[src/common/csc_cfg.svh]
`ifndef CSC_CFG_SVH
`define CSC_CFG_SVH
// instruction word fields (bit 0 is the msb of a 36-bit word)
`define CSC_OP_IO_LO 9'o700
`define CSC_OP_IO_HI 9'o777
`define CSC_OP_CTL0 9'o700
`define CSC_OP_CTL1 9'o701
`define CSC_OP_CTL2 9'o702
// accumulator field extensions, opcode 700
`define CSC_AC_RD_ID 4'h0
`define CSC_AC_WR_CPU 4'h4
`define CSC_AC_RD_CPU 4'h5
`define CSC_AC_WR_INT 4'hc
`define CSC_AC_RD_INT 4'hd
// accumulator field extensions, opcode 701
`define CSC_AC_RD_UB 4'h1
`define CSC_AC_CLR_PG 4'h2
`define CSC_AC_LD_UB 4'h3
`define CSC_AC_LD_EB 4'h4
`define CSC_AC_RD_EB 4'h5
// cpu control word bit positions (msb-0 numbering)
`define CSC_CC_EN 20
`define CSC_CC_DIS 21
`define CSC_CC_CLR 22
`define CSC_CC_SET 23
`define CSC_CC_CON 25
`define CSC_CC_SEL 26
`define CSC_CC_REQ 32
`define CSC_CC_LVL 33
`define CSC_ST_EN 8
// interrupt control word bit positions
`define CSC_IC_DROP 22
`define CSC_IC_CLRSYS 23
`define CSC_IC_REQ 24
`define CSC_IC_CHON 25
`define CSC_IC_CHOFF 26
`define CSC_IC_SYSOFF 27
`define CSC_IC_SYSON 28
`define CSC_IC_SEL 29
// user base word
`define CSC_UB_LDAC 0
`define CSC_UB_LDBASE 2
`define CSC_UB_CUR 6
`define CSC_UB_PRV 9
`define CSC_UB_BASE_W 11
// exec base word
`define CSC_EB_PAGING 21
`define CSC_EB_TRAP 22
`define CSC_EB_BASE_W 11
// page fail codes
`define CSC_PF_NXIO 6'o20
`define CSC_PF_PARITY 6'o25
`define CSC_PF_HARD 6'o36
`define CSC_PF_NXM 6'o37
// executive table slots
`define CSC_EPT_PI_BASE 9'o040
`define CSC_EPT_VEC_BASE 9'o100
`endif

[src/common/csc_pkg.sv]
package csc_pkg;
	typedef logic [0:35] csc_word_t;
	typedef enum logic [2:0] {
		CSC_OP_NONE,
		CSC_OP_WR,
		CSC_OP_RD
	} csc_kind_t;
	// condition index: 5 power, 4 nxm, 3 hard, 2 soft, 1 timer, 0 console
	typedef logic [5:0] csc_cond_t;
	typedef logic [1:7] csc_chan_t;
endpackage : csc_pkg

[src/common/csc_pi_if.sv]
`timescale 1ns/1ns
interface csc_pi_if;
	import csc_pkg::*;
	logic wr;
	logic [0:35] wdata;
	logic cpu_req;
	logic [2:0] cpu_lvl;
	csc_chan_t prog_req;
	csc_chan_t hold;
	csc_chan_t chan_on;
	logic sys_on;
	logic grant;
	logic [2:0] grant_chan;
	logic ack;
	modport ctl (output wr, output wdata, output cpu_req, output cpu_lvl, output ack,
		input prog_req, input hold, input chan_on, input sys_on, input grant, input grant_chan);
	modport pi (input wr, input wdata, input cpu_req, input cpu_lvl, input ack,
		output prog_req, output hold, output chan_on, output sys_on, output grant,
		output grant_chan);
endinterface : csc_pi_if

[src/design/csc_sync.sv]
`timescale 1ns/1ns
module csc_sync #(
	parameter int W = 1
) (
	input wire logic mclk,
	input wire logic nrst,
	input wire logic [W-1:0] din,
	output logic [W-1:0] rise
);
	logic [W-1:0] s1_ff, s2_ff, s3_ff, nxt_s1, nxt_s2, nxt_s3;
	logic [W-1:0] rise_seen_ff;
	logic [W-1:0] nxt_seen;
	// refuse an empty synchroniser
	if (W < 1) begin : g_bad_w
		$error("W out of range");
	end
	// three stages; rise counts once stage two and three agree
	always_comb begin
		nxt_s1 = din;
		nxt_s2 = s1_ff;
		nxt_s3 = s2_ff;
	end
	always_ff @(posedge mclk) begin
		if (!nrst) begin
			s1_ff <= '0;
			s2_ff <= '0;
			s3_ff <= '0;
		end else begin
			s1_ff <= nxt_s1;
			s2_ff <= nxt_s2;
			s3_ff <= nxt_s3;
		end
	end
	assign rise = s2_ff & s3_ff & ~rise_seen_ff;
	// remember agreed level so each rise is one pulse
	always_comb begin
		nxt_seen = rise_seen_ff;
		for (int i = 0; i < W; i++) begin
			if (s2_ff[i] == s3_ff[i]) begin
				nxt_seen[i] = s3_ff[i];
			end
		end
	end
	always_ff @(posedge mclk) begin
		if (!nrst) begin
			rise_seen_ff <= '0;
		end else begin
			rise_seen_ff <= nxt_seen;
		end
	end
endmodule : csc_sync

[src/design/csc_pi.sv]
`timescale 1ns/1ns
`include "csc_cfg.svh"
module csc_pi
	import csc_pkg::*;
(
	input wire logic mclk,
	input wire logic nrst,
	csc_pi_if.pi bus
);
	csc_chan_t req_ff, hold_ff, on_ff, nxt_req, nxt_hold, nxt_on;
	logic sys_ff, nxt_sys;
	csc_chan_t sel, cpu_ch, pend, dis;
	logic [2:0] best;
	logic found;
	logic grant_c;
	// -------------------------------------------------------------
	// priority interrupt system
	// -------------------------------------------------------------
	always_comb begin
		sel = bus.wdata[`CSC_IC_SEL +: 7];
		cpu_ch = '0;
		dis = '0;
		if (bus.cpu_req && bus.cpu_lvl != 3'h0) begin
			cpu_ch[bus.cpu_lvl] = 1'b1;
		end
		nxt_req = req_ff;
		nxt_hold = hold_ff;
		nxt_on = on_ff;
		nxt_sys = sys_ff;
		if (bus.wr) begin
			if (bus.wdata[`CSC_IC_DROP]) nxt_req = nxt_req & ~sel;
			if (bus.wdata[`CSC_IC_REQ]) nxt_req = nxt_req | sel;
			if (bus.wdata[`CSC_IC_CHON]) nxt_on = nxt_on | sel;
			if (bus.wdata[`CSC_IC_CHOFF]) nxt_on = nxt_on & ~sel;
			if (bus.wdata[`CSC_IC_SYSON]) nxt_sys = 1'b1;
			if (bus.wdata[`CSC_IC_SYSOFF]) nxt_sys = 1'b0;
			if (bus.wdata[`CSC_IC_CLRSYS]) begin
				nxt_req = '0;
				nxt_hold = '0;
				nxt_on = '0;
				nxt_sys = 1'b0;
			end
		end
		// dismiss clears the highest holding channel
		if (bus.ack) begin
			for (int i = 7; i >= 1; i--) begin
				if (hold_ff[i]) dis = csc_chan_t'(1) << (7 - i);
			end
		end
		nxt_hold = nxt_hold & ~dis;
		// grant moves the winning channel into holding; set wins over dismiss
		if (grant_c) begin
			nxt_hold[best] = 1'b1;
			nxt_req[best] = 1'b0;
		end
	end
	// highest active channel above any holding one
	always_comb begin
		pend = (req_ff | cpu_ch) & on_ff;
		best = 3'h0;
		found = 1'b0;
		for (int i = 7; i >= 1; i--) begin
			if (pend[i]) begin
				best = 3'(i);
				found = 1'b1;
			end
			if (hold_ff[i] && (3'(i) <= best || !found)) begin
				found = found && (best < 3'(i));
			end
		end
		grant_c = sys_ff && found;
	end
	always_ff @(posedge mclk) begin
		if (!nrst) begin
			req_ff <= '0;
			hold_ff <= '0;
			on_ff <= '0;
			sys_ff <= 1'b0;
		end else begin
			req_ff <= nxt_req;
			hold_ff <= nxt_hold;
			on_ff <= nxt_on;
			sys_ff <= nxt_sys;
		end
	end
	assign bus.prog_req = req_ff;
	assign bus.hold = hold_ff;
	assign bus.chan_on = on_ff;
	assign bus.sys_on = sys_ff;
	assign bus.grant = grant_c;
	assign bus.grant_chan = best;
endmodule : csc_pi

[src/design/csc_top.sv]
`timescale 1ns/1ns
`include "csc_cfg.svh"
module csc_top
	import csc_pkg::*;
#(
	parameter int PAGE_W = 9
) (
	input wire logic mclk,
	input wire logic nrst,
	input wire logic exec_valid,
	input wire logic [0:35] exec_instr,
	input wire logic [0:35] exec_operand,
	output logic exec_done,
	output logic exec_store,
	output logic [0:35] exec_result,
	output logic exec_illegal,
	input wire logic mem_nxm,
	input wire logic mem_hard,
	input wire logic mem_soft,
	input wire logic mem_from_cpu,
	input wire logic mem_pf_parity,
	input wire logic io_nxdev,
	input wire logic [0:35] io_addr,
	input wire logic timer_done,
	input wire logic power_fail,
	input wire logic console_to_cpu_interrupt,
	output logic cpu_to_console_interrupt,
	output logic page_fail_trap,
	output logic [0:35] page_fail_word,
	output logic periph_nxm,
	output logic page_clear,
	output logic [PAGE_W-1:0] page_clear_vpn,
	output logic [0:2] cur_ac_block,
	output logic [0:2] prev_ac_block,
	output logic [`CSC_UB_BASE_W-1:0] user_base_page,
	output logic [`CSC_EB_BASE_W-1:0] exec_base_page,
	output logic exec_paging,
	output logic exec_trap_en,
	output logic int_request,
	output logic [2:0] int_channel,
	output logic [8:0] int_slot,
	output logic [8:0] int_vector_slot,
	input wire logic int_taken,
	input wire logic int_dismiss
);
	// refuse page widths the operand field cannot hold
	if (PAGE_W < 1 || PAGE_W > 18) begin : g_bad_page_w
		$error("PAGE_W out of range");
	end
	csc_pi_if pib();
	csc_pi csc_pi_inst (.mclk(mclk), .nrst(nrst), .bus(pib));
	// -------------------------------------------------------------
	// asynchronous condition inputs
	// -------------------------------------------------------------
	logic [1:0] pin_rise;
	csc_sync #(.W(2)) csc_sync_inst (
		.mclk(mclk),
		.nrst(nrst),
		.din({power_fail, console_to_cpu_interrupt}),
		.rise(pin_rise)
	);
	// -------------------------------------------------------------
	// decode
	// -------------------------------------------------------------
	logic [8:0] opc;
	logic [3:0] acf;
	logic is_io, wr_cpu, rd_cpu, wr_int, rd_int, rd_ub, ld_ub, clr_pg, ld_eb, rd_eb, rd_id;
	always_comb begin
		opc = exec_instr[0:8];
		acf = exec_instr[9:12];
		is_io = opc >= `CSC_OP_IO_LO && opc <= `CSC_OP_IO_HI;
		rd_id = exec_valid && is_io && opc == `CSC_OP_CTL0 && acf == `CSC_AC_RD_ID;
		wr_cpu = exec_valid && is_io && opc == `CSC_OP_CTL0 && acf == `CSC_AC_WR_CPU;
		rd_cpu = exec_valid && is_io && opc == `CSC_OP_CTL0 && acf == `CSC_AC_RD_CPU;
		wr_int = exec_valid && is_io && opc == `CSC_OP_CTL0 && acf == `CSC_AC_WR_INT;
		rd_int = exec_valid && is_io && opc == `CSC_OP_CTL0 && acf == `CSC_AC_RD_INT;
		rd_ub = exec_valid && is_io && opc == `CSC_OP_CTL1 && acf == `CSC_AC_RD_UB;
		clr_pg = exec_valid && is_io && opc == `CSC_OP_CTL1 && acf == `CSC_AC_CLR_PG;
		ld_ub = exec_valid && is_io && opc == `CSC_OP_CTL1 && acf == `CSC_AC_LD_UB;
		ld_eb = exec_valid && is_io && opc == `CSC_OP_CTL1 && acf == `CSC_AC_LD_EB;
		rd_eb = exec_valid && is_io && opc == `CSC_OP_CTL1 && acf == `CSC_AC_RD_EB;
	end
	// -------------------------------------------------------------
	// condition flags, enables, level
	// -------------------------------------------------------------
	csc_cond_t flag_ff, en_ff, nxt_flag, nxt_en, sel, hw_set;
	logic preq_ff, nxt_preq, con_ff, nxt_con;
	logic [2:0] lvl_ff, nxt_lvl;
	always_comb begin
		sel = exec_operand[`CSC_CC_SEL +: 6];
		hw_set = {pin_rise[1], mem_nxm & mem_from_cpu, mem_hard, mem_soft,
			timer_done, pin_rise[0]};
		nxt_flag = flag_ff;
		nxt_en = en_ff;
		nxt_preq = preq_ff;
		nxt_lvl = lvl_ff;
		nxt_con = 1'b0;
		if (wr_cpu) begin
			if (exec_operand[`CSC_CC_EN]) nxt_en = nxt_en | sel;
			if (exec_operand[`CSC_CC_DIS]) nxt_en = nxt_en & ~sel;
			if (exec_operand[`CSC_CC_CLR]) nxt_flag = nxt_flag & ~sel;
			if (exec_operand[`CSC_CC_SET]) nxt_flag = nxt_flag | sel;
			nxt_con = exec_operand[`CSC_CC_CON];
			nxt_preq = exec_operand[`CSC_CC_REQ];
			nxt_lvl = exec_operand[`CSC_CC_LVL +: 3];
		end
		nxt_flag = nxt_flag | hw_set; // hardware set wins over clear
	end
	always_ff @(posedge mclk) begin
		if (!nrst) begin
			flag_ff <= '0;
			en_ff <= '0;
			preq_ff <= 1'b0;
			lvl_ff <= 3'h0;
			con_ff <= 1'b0;
		end else begin
			flag_ff <= nxt_flag;
			en_ff <= nxt_en;
			preq_ff <= nxt_preq;
			lvl_ff <= nxt_lvl;
			con_ff <= nxt_con;
		end
	end
	assign cpu_to_console_interrupt = con_ff;
	// request toward the interrupt system on the assigned level
	assign pib.cpu_req = |(flag_ff & en_ff) || preq_ff;
	assign pib.cpu_lvl = lvl_ff;
	assign pib.wr = wr_int;
	assign pib.wdata = exec_operand;
	assign pib.ack = int_dismiss;
	// -------------------------------------------------------------
	// page fail
	// -------------------------------------------------------------
	logic pf_ff, nxt_pf, pnxm_ff, nxt_pnxm;
	logic [0:35] pfw_ff, nxt_pfw;
	always_comb begin
		nxt_pf = 1'b0;
		nxt_pfw = pfw_ff;
		nxt_pnxm = mem_nxm && !mem_from_cpu;
		if (mem_from_cpu && (mem_nxm || mem_hard)) begin
			nxt_pf = 1'b1;
			nxt_pfw = '0;
			nxt_pfw[1] = 1'b1;
			nxt_pfw[0:5] = mem_nxm ? `CSC_PF_NXM : `CSC_PF_HARD;
		end else if (mem_pf_parity) begin
			nxt_pf = 1'b1;
			nxt_pfw = '0;
			nxt_pfw[1] = 1'b1;
			nxt_pfw[0:5] = `CSC_PF_PARITY;
		end else if (io_nxdev) begin
			nxt_pf = 1'b1;
			nxt_pfw = '0;
			nxt_pfw[1] = 1'b1;
			nxt_pfw[0:5] = `CSC_PF_NXIO;
			nxt_pfw[14:35] = io_addr[14:35];
		end
	end
	always_ff @(posedge mclk) begin
		if (!nrst) begin
			pf_ff <= 1'b0;
			pfw_ff <= '0;
			pnxm_ff <= 1'b0;
		end else begin
			pf_ff <= nxt_pf;
			pfw_ff <= nxt_pfw;
			pnxm_ff <= nxt_pnxm;
		end
	end
	assign page_fail_trap = pf_ff;
	assign page_fail_word = pfw_ff;
	assign periph_nxm = pnxm_ff;
	// -------------------------------------------------------------
	// user base, exec base, page clear
	// -------------------------------------------------------------
	logic [0:2] cur_ff, prv_ff, nxt_cur, nxt_prv;
	logic [`CSC_UB_BASE_W-1:0] ub_ff, nxt_ub, eb_ff, nxt_eb;
	logic pgm_ff, nxt_pgm, trp_ff, nxt_trp, pc_ff, nxt_pc;
	logic [PAGE_W-1:0] vpn_ff, nxt_vpn;
	always_comb begin
		nxt_cur = cur_ff;
		nxt_prv = prv_ff;
		nxt_ub = ub_ff;
		nxt_eb = eb_ff;
		nxt_pgm = pgm_ff;
		nxt_trp = trp_ff;
		nxt_pc = clr_pg;
		nxt_vpn = clr_pg ? exec_operand[27-PAGE_W +: PAGE_W] : vpn_ff;
		if (ld_ub && exec_operand[`CSC_UB_LDAC]) begin
			nxt_cur = exec_operand[`CSC_UB_CUR +: 3];
			nxt_prv = exec_operand[`CSC_UB_PRV +: 3];
		end
		if (ld_ub && exec_operand[`CSC_UB_LDBASE]) begin
			nxt_ub = exec_operand[36-`CSC_UB_BASE_W +: `CSC_UB_BASE_W];
		end
		if (ld_eb) begin
			nxt_eb = exec_operand[36-`CSC_EB_BASE_W +: `CSC_EB_BASE_W];
			nxt_pgm = exec_operand[`CSC_EB_PAGING];
			nxt_trp = exec_operand[`CSC_EB_TRAP];
		end
	end
	always_ff @(posedge mclk) begin
		if (!nrst) begin
			cur_ff <= 3'h0;
			prv_ff <= 3'h0;
			ub_ff <= '0;
			eb_ff <= '0;
			pgm_ff <= 1'b0;
			trp_ff <= 1'b0;
			pc_ff <= 1'b0;
			vpn_ff <= '0;
		end else begin
			cur_ff <= nxt_cur;
			prv_ff <= nxt_prv;
			ub_ff <= nxt_ub;
			eb_ff <= nxt_eb;
			pgm_ff <= nxt_pgm;
			trp_ff <= nxt_trp;
			pc_ff <= nxt_pc;
			vpn_ff <= nxt_vpn;
		end
	end
	assign cur_ac_block = cur_ff;
	assign prev_ac_block = prv_ff;
	assign user_base_page = ub_ff;
	assign exec_base_page = eb_ff;
	assign exec_paging = pgm_ff;
	assign exec_trap_en = trp_ff;
	assign page_clear = pc_ff;
	assign page_clear_vpn = vpn_ff;
	// -------------------------------------------------------------
	// interrupt fetch slots
	// -------------------------------------------------------------
	logic [8:0] slot_ff, vslot_ff, nxt_slot, nxt_vslot;
	always_comb begin
		nxt_slot = slot_ff;
		nxt_vslot = vslot_ff;
		if (pib.grant) begin
			nxt_slot = `CSC_EPT_PI_BASE + {5'h0, pib.grant_chan, 1'b0};
			nxt_vslot = `CSC_EPT_VEC_BASE + {5'h0, pib.grant_chan, 1'b0};
		end
	end
	always_ff @(posedge mclk) begin
		if (!nrst) begin
			slot_ff <= '0;
			vslot_ff <= '0;
		end else begin
			slot_ff <= nxt_slot;
			vslot_ff <= nxt_vslot;
		end
	end
	assign int_request = pib.grant && !int_taken;
	assign int_channel = pib.grant_chan;
	assign int_slot = slot_ff;
	assign int_vector_slot = vslot_ff;
	// -------------------------------------------------------------
	// answer to the execution path
	// -------------------------------------------------------------
	logic done_ff, st_ff, ill_ff, nxt_done, nxt_st, nxt_ill;
	logic [0:35] res_ff, nxt_res;
	always_comb begin
		nxt_done = exec_valid;
		nxt_st = 1'b0;
		nxt_ill = exec_valid && !(rd_id || wr_cpu || rd_cpu || wr_int || rd_int || rd_ub
			|| ld_ub || clr_pg || ld_eb || rd_eb);
		nxt_res = res_ff;
		if (rd_cpu) begin
			nxt_st = 1'b1;
			nxt_res = '0;
			nxt_res[`CSC_ST_EN +: 6] = en_ff;
			nxt_res[`CSC_CC_SEL +: 6] = flag_ff;
			nxt_res[`CSC_CC_REQ] = preq_ff;
			nxt_res[`CSC_CC_LVL +: 3] = lvl_ff;
		end else if (rd_int) begin
			nxt_st = 1'b1;
			nxt_res = '0;
			nxt_res[11:17] = pib.prog_req;
			nxt_res[21:27] = pib.hold;
			nxt_res[28] = pib.sys_on;
			nxt_res[29:35] = pib.chan_on;
		end else if (rd_ub) begin
			nxt_st = 1'b1;
			nxt_res = '0;
			nxt_res[`CSC_UB_LDAC] = 1'b1;
			nxt_res[`CSC_UB_LDBASE] = 1'b1;
			nxt_res[`CSC_UB_CUR +: 3] = cur_ff;
			nxt_res[`CSC_UB_PRV +: 3] = prv_ff;
			nxt_res[36-`CSC_UB_BASE_W +: `CSC_UB_BASE_W] = ub_ff;
		end else if (rd_eb) begin
			nxt_st = 1'b1;
			nxt_res = '0;
			nxt_res[`CSC_EB_PAGING] = pgm_ff;
			nxt_res[`CSC_EB_TRAP] = trp_ff;
			nxt_res[36-`CSC_EB_BASE_W +: `CSC_EB_BASE_W] = eb_ff;
		end else if (rd_id) begin
			nxt_st = 1'b1;
			nxt_res = '0;
		end
	end
	always_ff @(posedge mclk) begin
		if (!nrst) begin
			done_ff <= 1'b0;
			st_ff <= 1'b0;
			ill_ff <= 1'b0;
			res_ff <= '0;
		end else begin
			done_ff <= nxt_done;
			st_ff <= nxt_st;
			ill_ff <= nxt_ill;
			res_ff <= nxt_res;
		end
	end
	assign exec_done = done_ff;
	assign exec_store = st_ff;
	assign exec_result = res_ff;
	assign exec_illegal = ill_ff;
endmodule : csc_top

[config.mk]
export PLATFORM = sky130hd
export DESIGN_NAME = csc_top
export DESIGN_NICKNAME = d
export VERILOG_FILES = /design/src/common/csc_pkg.sv /design/src/common/csc_pi_if.sv /design/src/design/csc_sync.sv /design/src/design/csc_pi.sv /design/src/design/csc_top.sv
export VERILOG_INCLUDE_DIRS = /design/src /design/src/common
export SDC_FILE = /design/constraint.sdc
export NUM_CORES = 1
export LEC_CHECK = 0
export BUFFER_PORTS_ARGS = -buffer_cell sky130_fd_sc_hd__buf_4
export CORE_MARGIN = 1.5
export CORE_UTILIZATION = 49
export CTS_CLUSTER_DIAMETER = 40
export CTS_CLUSTER_SIZE = 40
export DETAILED_ROUTE_END_ITERATION = 7
export PLACE_DENSITY = 0.81
export SLEW_MARGIN = 20
export SYNTH_ARGS = -nofsm -noshare
export SYNTH_HDL_FRONTEND = slang
export SYNTH_SLANG_ARGS = --single-unit
[constraint.sdc]
create_clock -name mclk -period 3.8 [get_ports mclk]
set_input_delay 1.14 -clock mclk [delete_from_list [all_inputs] [get_ports mclk]]
set_output_delay 1.14 -clock mclk [all_outputs]
set_load 0.01 [all_outputs]
==> results by stage <==
Outcome:
- The flow ran to the end, and the final reports show no timing, DRC or antenna violations.

Yosys:
- The number of distinct library cell variants in the gate-level netlist after synthesis is 63.
- The netlist area before placement is 6520 um2.
- For this run, the number of Yosys warnings is 0.
- Counting flops and latches in the post-synthesis netlist gives 150.
- Synthesis produced 724 cells.
- The register area share after synthesis is 46.1%.
- Yosys instantiated no cell more often than sky130_fd_sc_hd__dfxtp_1.
- Ranked by instance count, the synthesized netlist is headed by sky130_fd_sc_hd__dfxtp_1, sky130_fd_sc_hd__nor2_1, sky130_fd_sc_hd__mux2i_1, sky130_fd_sc_hd__nand2_1, sky130_fd_sc_hd__a21oi_1.
- The average instance in the mapped netlist occupies 9.00 um2.
- The share of flip-flops with an asynchronous set or reset after synthesis is 0%.
- The synthesized design spends more area on one cell type than any other, namely sky130_fd_sc_hd__dfxtp_1.
- The primary flip-flop cell chosen by synthesis mapping is sky130_fd_sc_hd__dfxtp_1.
- The area share of the leading cell type in the synthesized netlist is 46.1%.
- Yosys mapped a number of flops with a built-in enable equal to 0.
- Ranked by total cell area, the synthesized netlist is headed by sky130_fd_sc_hd__dfxtp_1, sky130_fd_sc_hd__mux2i_1, sky130_fd_sc_hd__nor2_1.

Place:
- The number of placed instances, taps included is 1044.
- The sum of net half-perimeters after detailed placement is 13400 um.
- The worst setup timing slack at the placement stage is 0.345 ns.
- The number of port buffers is 188.
- The weighted congestion reported at the end of routability-driven placement is 0.893.

Worst setup path:
- The worst endpoint required time is 2.66 ns.
- The arrival time at the worst endpoint is 2.60 ns.
- In this run the register-to-register setup slack is 1.02 ns.
- The launching point of the worst reg2reg path is flag_ff[0]$_SDFF_PN0_.
- Tracing the worst setup path back leads to its startpoint at flag_ff[0]$_SDFF_PN0_.
- The kind of critical path is reg2out.
- In this run the worst path has a maximum fanout of 5.
- STA classifies the critical path startpoint as a flip-flop.
- The type of destination of the critical path is an output pin.

Timing:
- For the pin with the worst max-slew slack, the measured transition is 0.750 ns.
- The final worst hold slack is 0.435 ns.
- The setup TNS is 0 ns.
- The number of endpoints with negative hold slack in the final report is 0.
- The worst path meets setup with 0.0562 ns of slack.
- The final number of setup-violating endpoints is 0.
- Headroom to the max-slew limit came out at 49.8%.
- The highest clock frequency the design can meet is 267 MHz.
- The shortest period the worst path allows is 3.74 ns.
- The worst setup skew after layout is 0.00617 ns.
- Setup repair after global routing could not meet its margin everywhere.
- After layout, the worst path uses 98.5% of the clock period.
- The max-slew violation count is 0.

Floorplanning:
- In this run the vertical extent of the chip is 118 um.
- The floorplan die area is 14000 um2.
- The number of primary I/O pins is 262.
- The die is 118 um wide.
- For this configuration, the core starts out at a cell density of 51.0%.
- The placeable core area is 12800 um2.
- After floorplanning, the core was divided into 41 placement rows.

Clock tree:
- Hold repair after CTS inserted 0 buffers.
- Clock-pin slew was measured on the worst setup and hold paths at 0.06 ns.
- TritonCTS built the clock tree.
- The deepest clock path buffer count is 2.
- For the worst-skew pair, the clock arrives at the later sink with an insertion delay of 0.42 ns.
- The TritonCTS buffer count is 17.
- The cell sitting at the root of the clock tree is a sky130_fd_sc_hd__clkbuf_16.
- The H-tree depth reported by CTS is 4.
- The TritonCTS sink count is 150.

GRT:
- The first global-routing pass estimated 30400 um of wire.
- The overall fraction of global-route tracks in use is 27.1%.
- The initial antenna violation count is 0.
- The via count of the first global-routing pass came to 5985.
- The final global-route overflow total is 0.
- Entering global routing, the biggest net connects 62 pins.

Route:
- The detailed router placed 6200 vias in this run.
- In this run, the number of DRC markers left after iteration 0 of detailed routing was 648.
- The count of nets left with antenna violations once routing finished came out at 0.
- The pre-antenna-repair detailed-routing pass consisted of 6 iterations.
- In the routed design, unresolved DRC markers number 0.
- The routed length per placed instance is 17.8 um.
- The aggregate routed wire length is 19300 um.
- Dividing the detail-routed via count by the number of cells gives 5.74.

Min path:
- The path class of the tightest hold or removal check is reg2reg.
- The hold path startpoint is csc_sync_inst.nxt_s2[0]$_SDFF_PN0_.

Power and ir drop:
- The peak ir drop on the vdd network is 0.333 mV.
- Overall power consumption after layout is estimated at 3.43 mW.
- For this design the ratio of total power to cell area is 398 nW/um2.
- The analysis attributes to cell leakage a power of 3.81 nW.

Finish:
- 0 antenna diodes ended up in the layout.
- The final cell count without fillers is 1081.
- The final-stage net count is 1022.
- Cells with a size suffix above 1 make up 28.9% of the layout.
- From synthesis to final layout, the design area changed by 32.3%.

Flow run:
- The number of max-cap violations is 0.
[layer usage]
metal	global-route usage [%]	part of all wire (%)
met1	32.7	40
met2	45.9	49
met3	8.59	10
met4	8.31	1.4
met5	0	0
[state kept, by name, indices dropped and copies added, names as in the netlist, 6 cells and up]
register	count
page_clear_vpn	9
exec_result	28
en_ff	6
csc_pi_inst.bus.hold	7
user_base_page	11
exec_base_page	11
flag_ff	6
page_fail_word	26
csc_pi_inst.bus.prog_req	7
csc_pi_inst.bus.chan_on	7
[through the flow]
step                instance area (um2)  utilization [%]
finish                             8620             67.5
global route                       8620             67.5
CTS                                8530             66.8
detailed placement                 7950             62.3
global placement                   7950             62.3
floorplan                          6610                -
[final timing paths]
check | to | cells past startpoint
max reg2reg | csc_pi_inst.bus.prog_req[5]$_SDFF_PN0_ | 10
max | int_request | 10
min reg2reg | csc_sync_inst.nxt_s3[0]$_SDFF_PN0_ | 1
min | csc_sync_inst.nxt_s3[0]$_SDFF_PN0_ | 1
[layout make-up]
type / count / area [um2]
fill: 1025 / 4150
tap: 172 / 215
timing repair buffer: 210 / 1590
clock inverter: 7 / 71.3
inverter: 8 / 30.0
clock buffer: 23 / 498
sequential: 150 / 3000
multi-input combinational: 511 / 3210
[cells by family (layout without fill, tap and decap cells)]
group | count (synthesis) | in the layout | synth area share (%)
compound gates | 173 | 173 | 18.4
flops | 150 | 150 | 46.1
other cells | 1 | 26 | 0.0575
buf+inv | 88 | 248 | 7.05
mux | 71 | 71 | 10.9
fa+ha+maj | 2 | 2 | 0.384
simple gates | 239 | 239 | 17.2
[worst max-delay path, stage by stage, from the launching register on]
cell	delay (ns)
sky130_fd_sc_hd__dfxtp_1	0.35
sky130_fd_sc_hd__a222oi_1	0.41
sky130_fd_sc_hd__buf_4	0.23
sky130_fd_sc_hd__nand3_4	0.09
sky130_fd_sc_hd__a22oi_2	0.26
sky130_fd_sc_hd__nand2_2	0.14
sky130_fd_sc_hd__buf_6	0.14
sky130_fd_sc_hd__a211o_1	0.29
sky130_fd_sc_hd__nand3_2	0.10
sky130_fd_sc_hd__nor2_1	0.04
sky130_fd_sc_hd__buf_4	0.13
[repair_timing]
item,CTS,global route
pin swaps,0,8
endpoints found under the setup margin,1,1
buffers inserted,0,7
gates resized for setup,1,8
[power breakdown]
part	internal [mW]	total, mW	switching (mW)
clock network	0.979	1.62	0.639
logic	0.0943	0.217	0.123
registers	1.59	1.60	0.0100
total	2.66	3.43	0.772
[cells in the final DEF, fill, tap and decap left out, types with 3 or more instances in the layout]
master	synthesis	final
sky130_fd_sc_hd__clkinvlp_4	0	3
sky130_fd_sc_hd__o21a_1	4	4
sky130_fd_sc_hd__nand3_1	23	22
sky130_fd_sc_hd__mux2i_1	71	71
sky130_fd_sc_hd__and2_1	13	13
sky130_fd_sc_hd__o31ai_1	4	4
sky130_fd_sc_hd__inv_1	7	7
sky130_fd_sc_hd__buf_4	32	208
sky130_fd_sc_hd__dfxtp_1	150	149
sky130_fd_sc_hd__a31oi_1	22	22
sky130_fd_sc_hd__clkbuf_16	0	17
sky130_fd_sc_hd__a211oi_1	5	5
sky130_fd_sc_hd__conb_1	1	26
sky130_fd_sc_hd__nor2b_1	5	5
sky130_fd_sc_hd__a21oi_1	57	57
sky130_fd_sc_hd__clkbuf_8	0	5
sky130_fd_sc_hd__nor2_1	89	89
sky130_fd_sc_hd__nand2_1	59	59
sky130_fd_sc_hd__and3_1	9	9
sky130_fd_sc_hd__nor4_2	1	4
sky130_fd_sc_hd__a221oi_1	3	3
sky130_fd_sc_hd__o221ai_1	15	15
sky130_fd_sc_hd__nand2b_1	5	5
sky130_fd_sc_hd__o21ai_0	17	17
sky130_fd_sc_hd__nor3_1	12	12
sky130_fd_sc_hd__a221o_1	10	10
sky130_fd_sc_hd__a22oi_1	11	9
No activity file was read; power rests on OpenSTA's default activity.
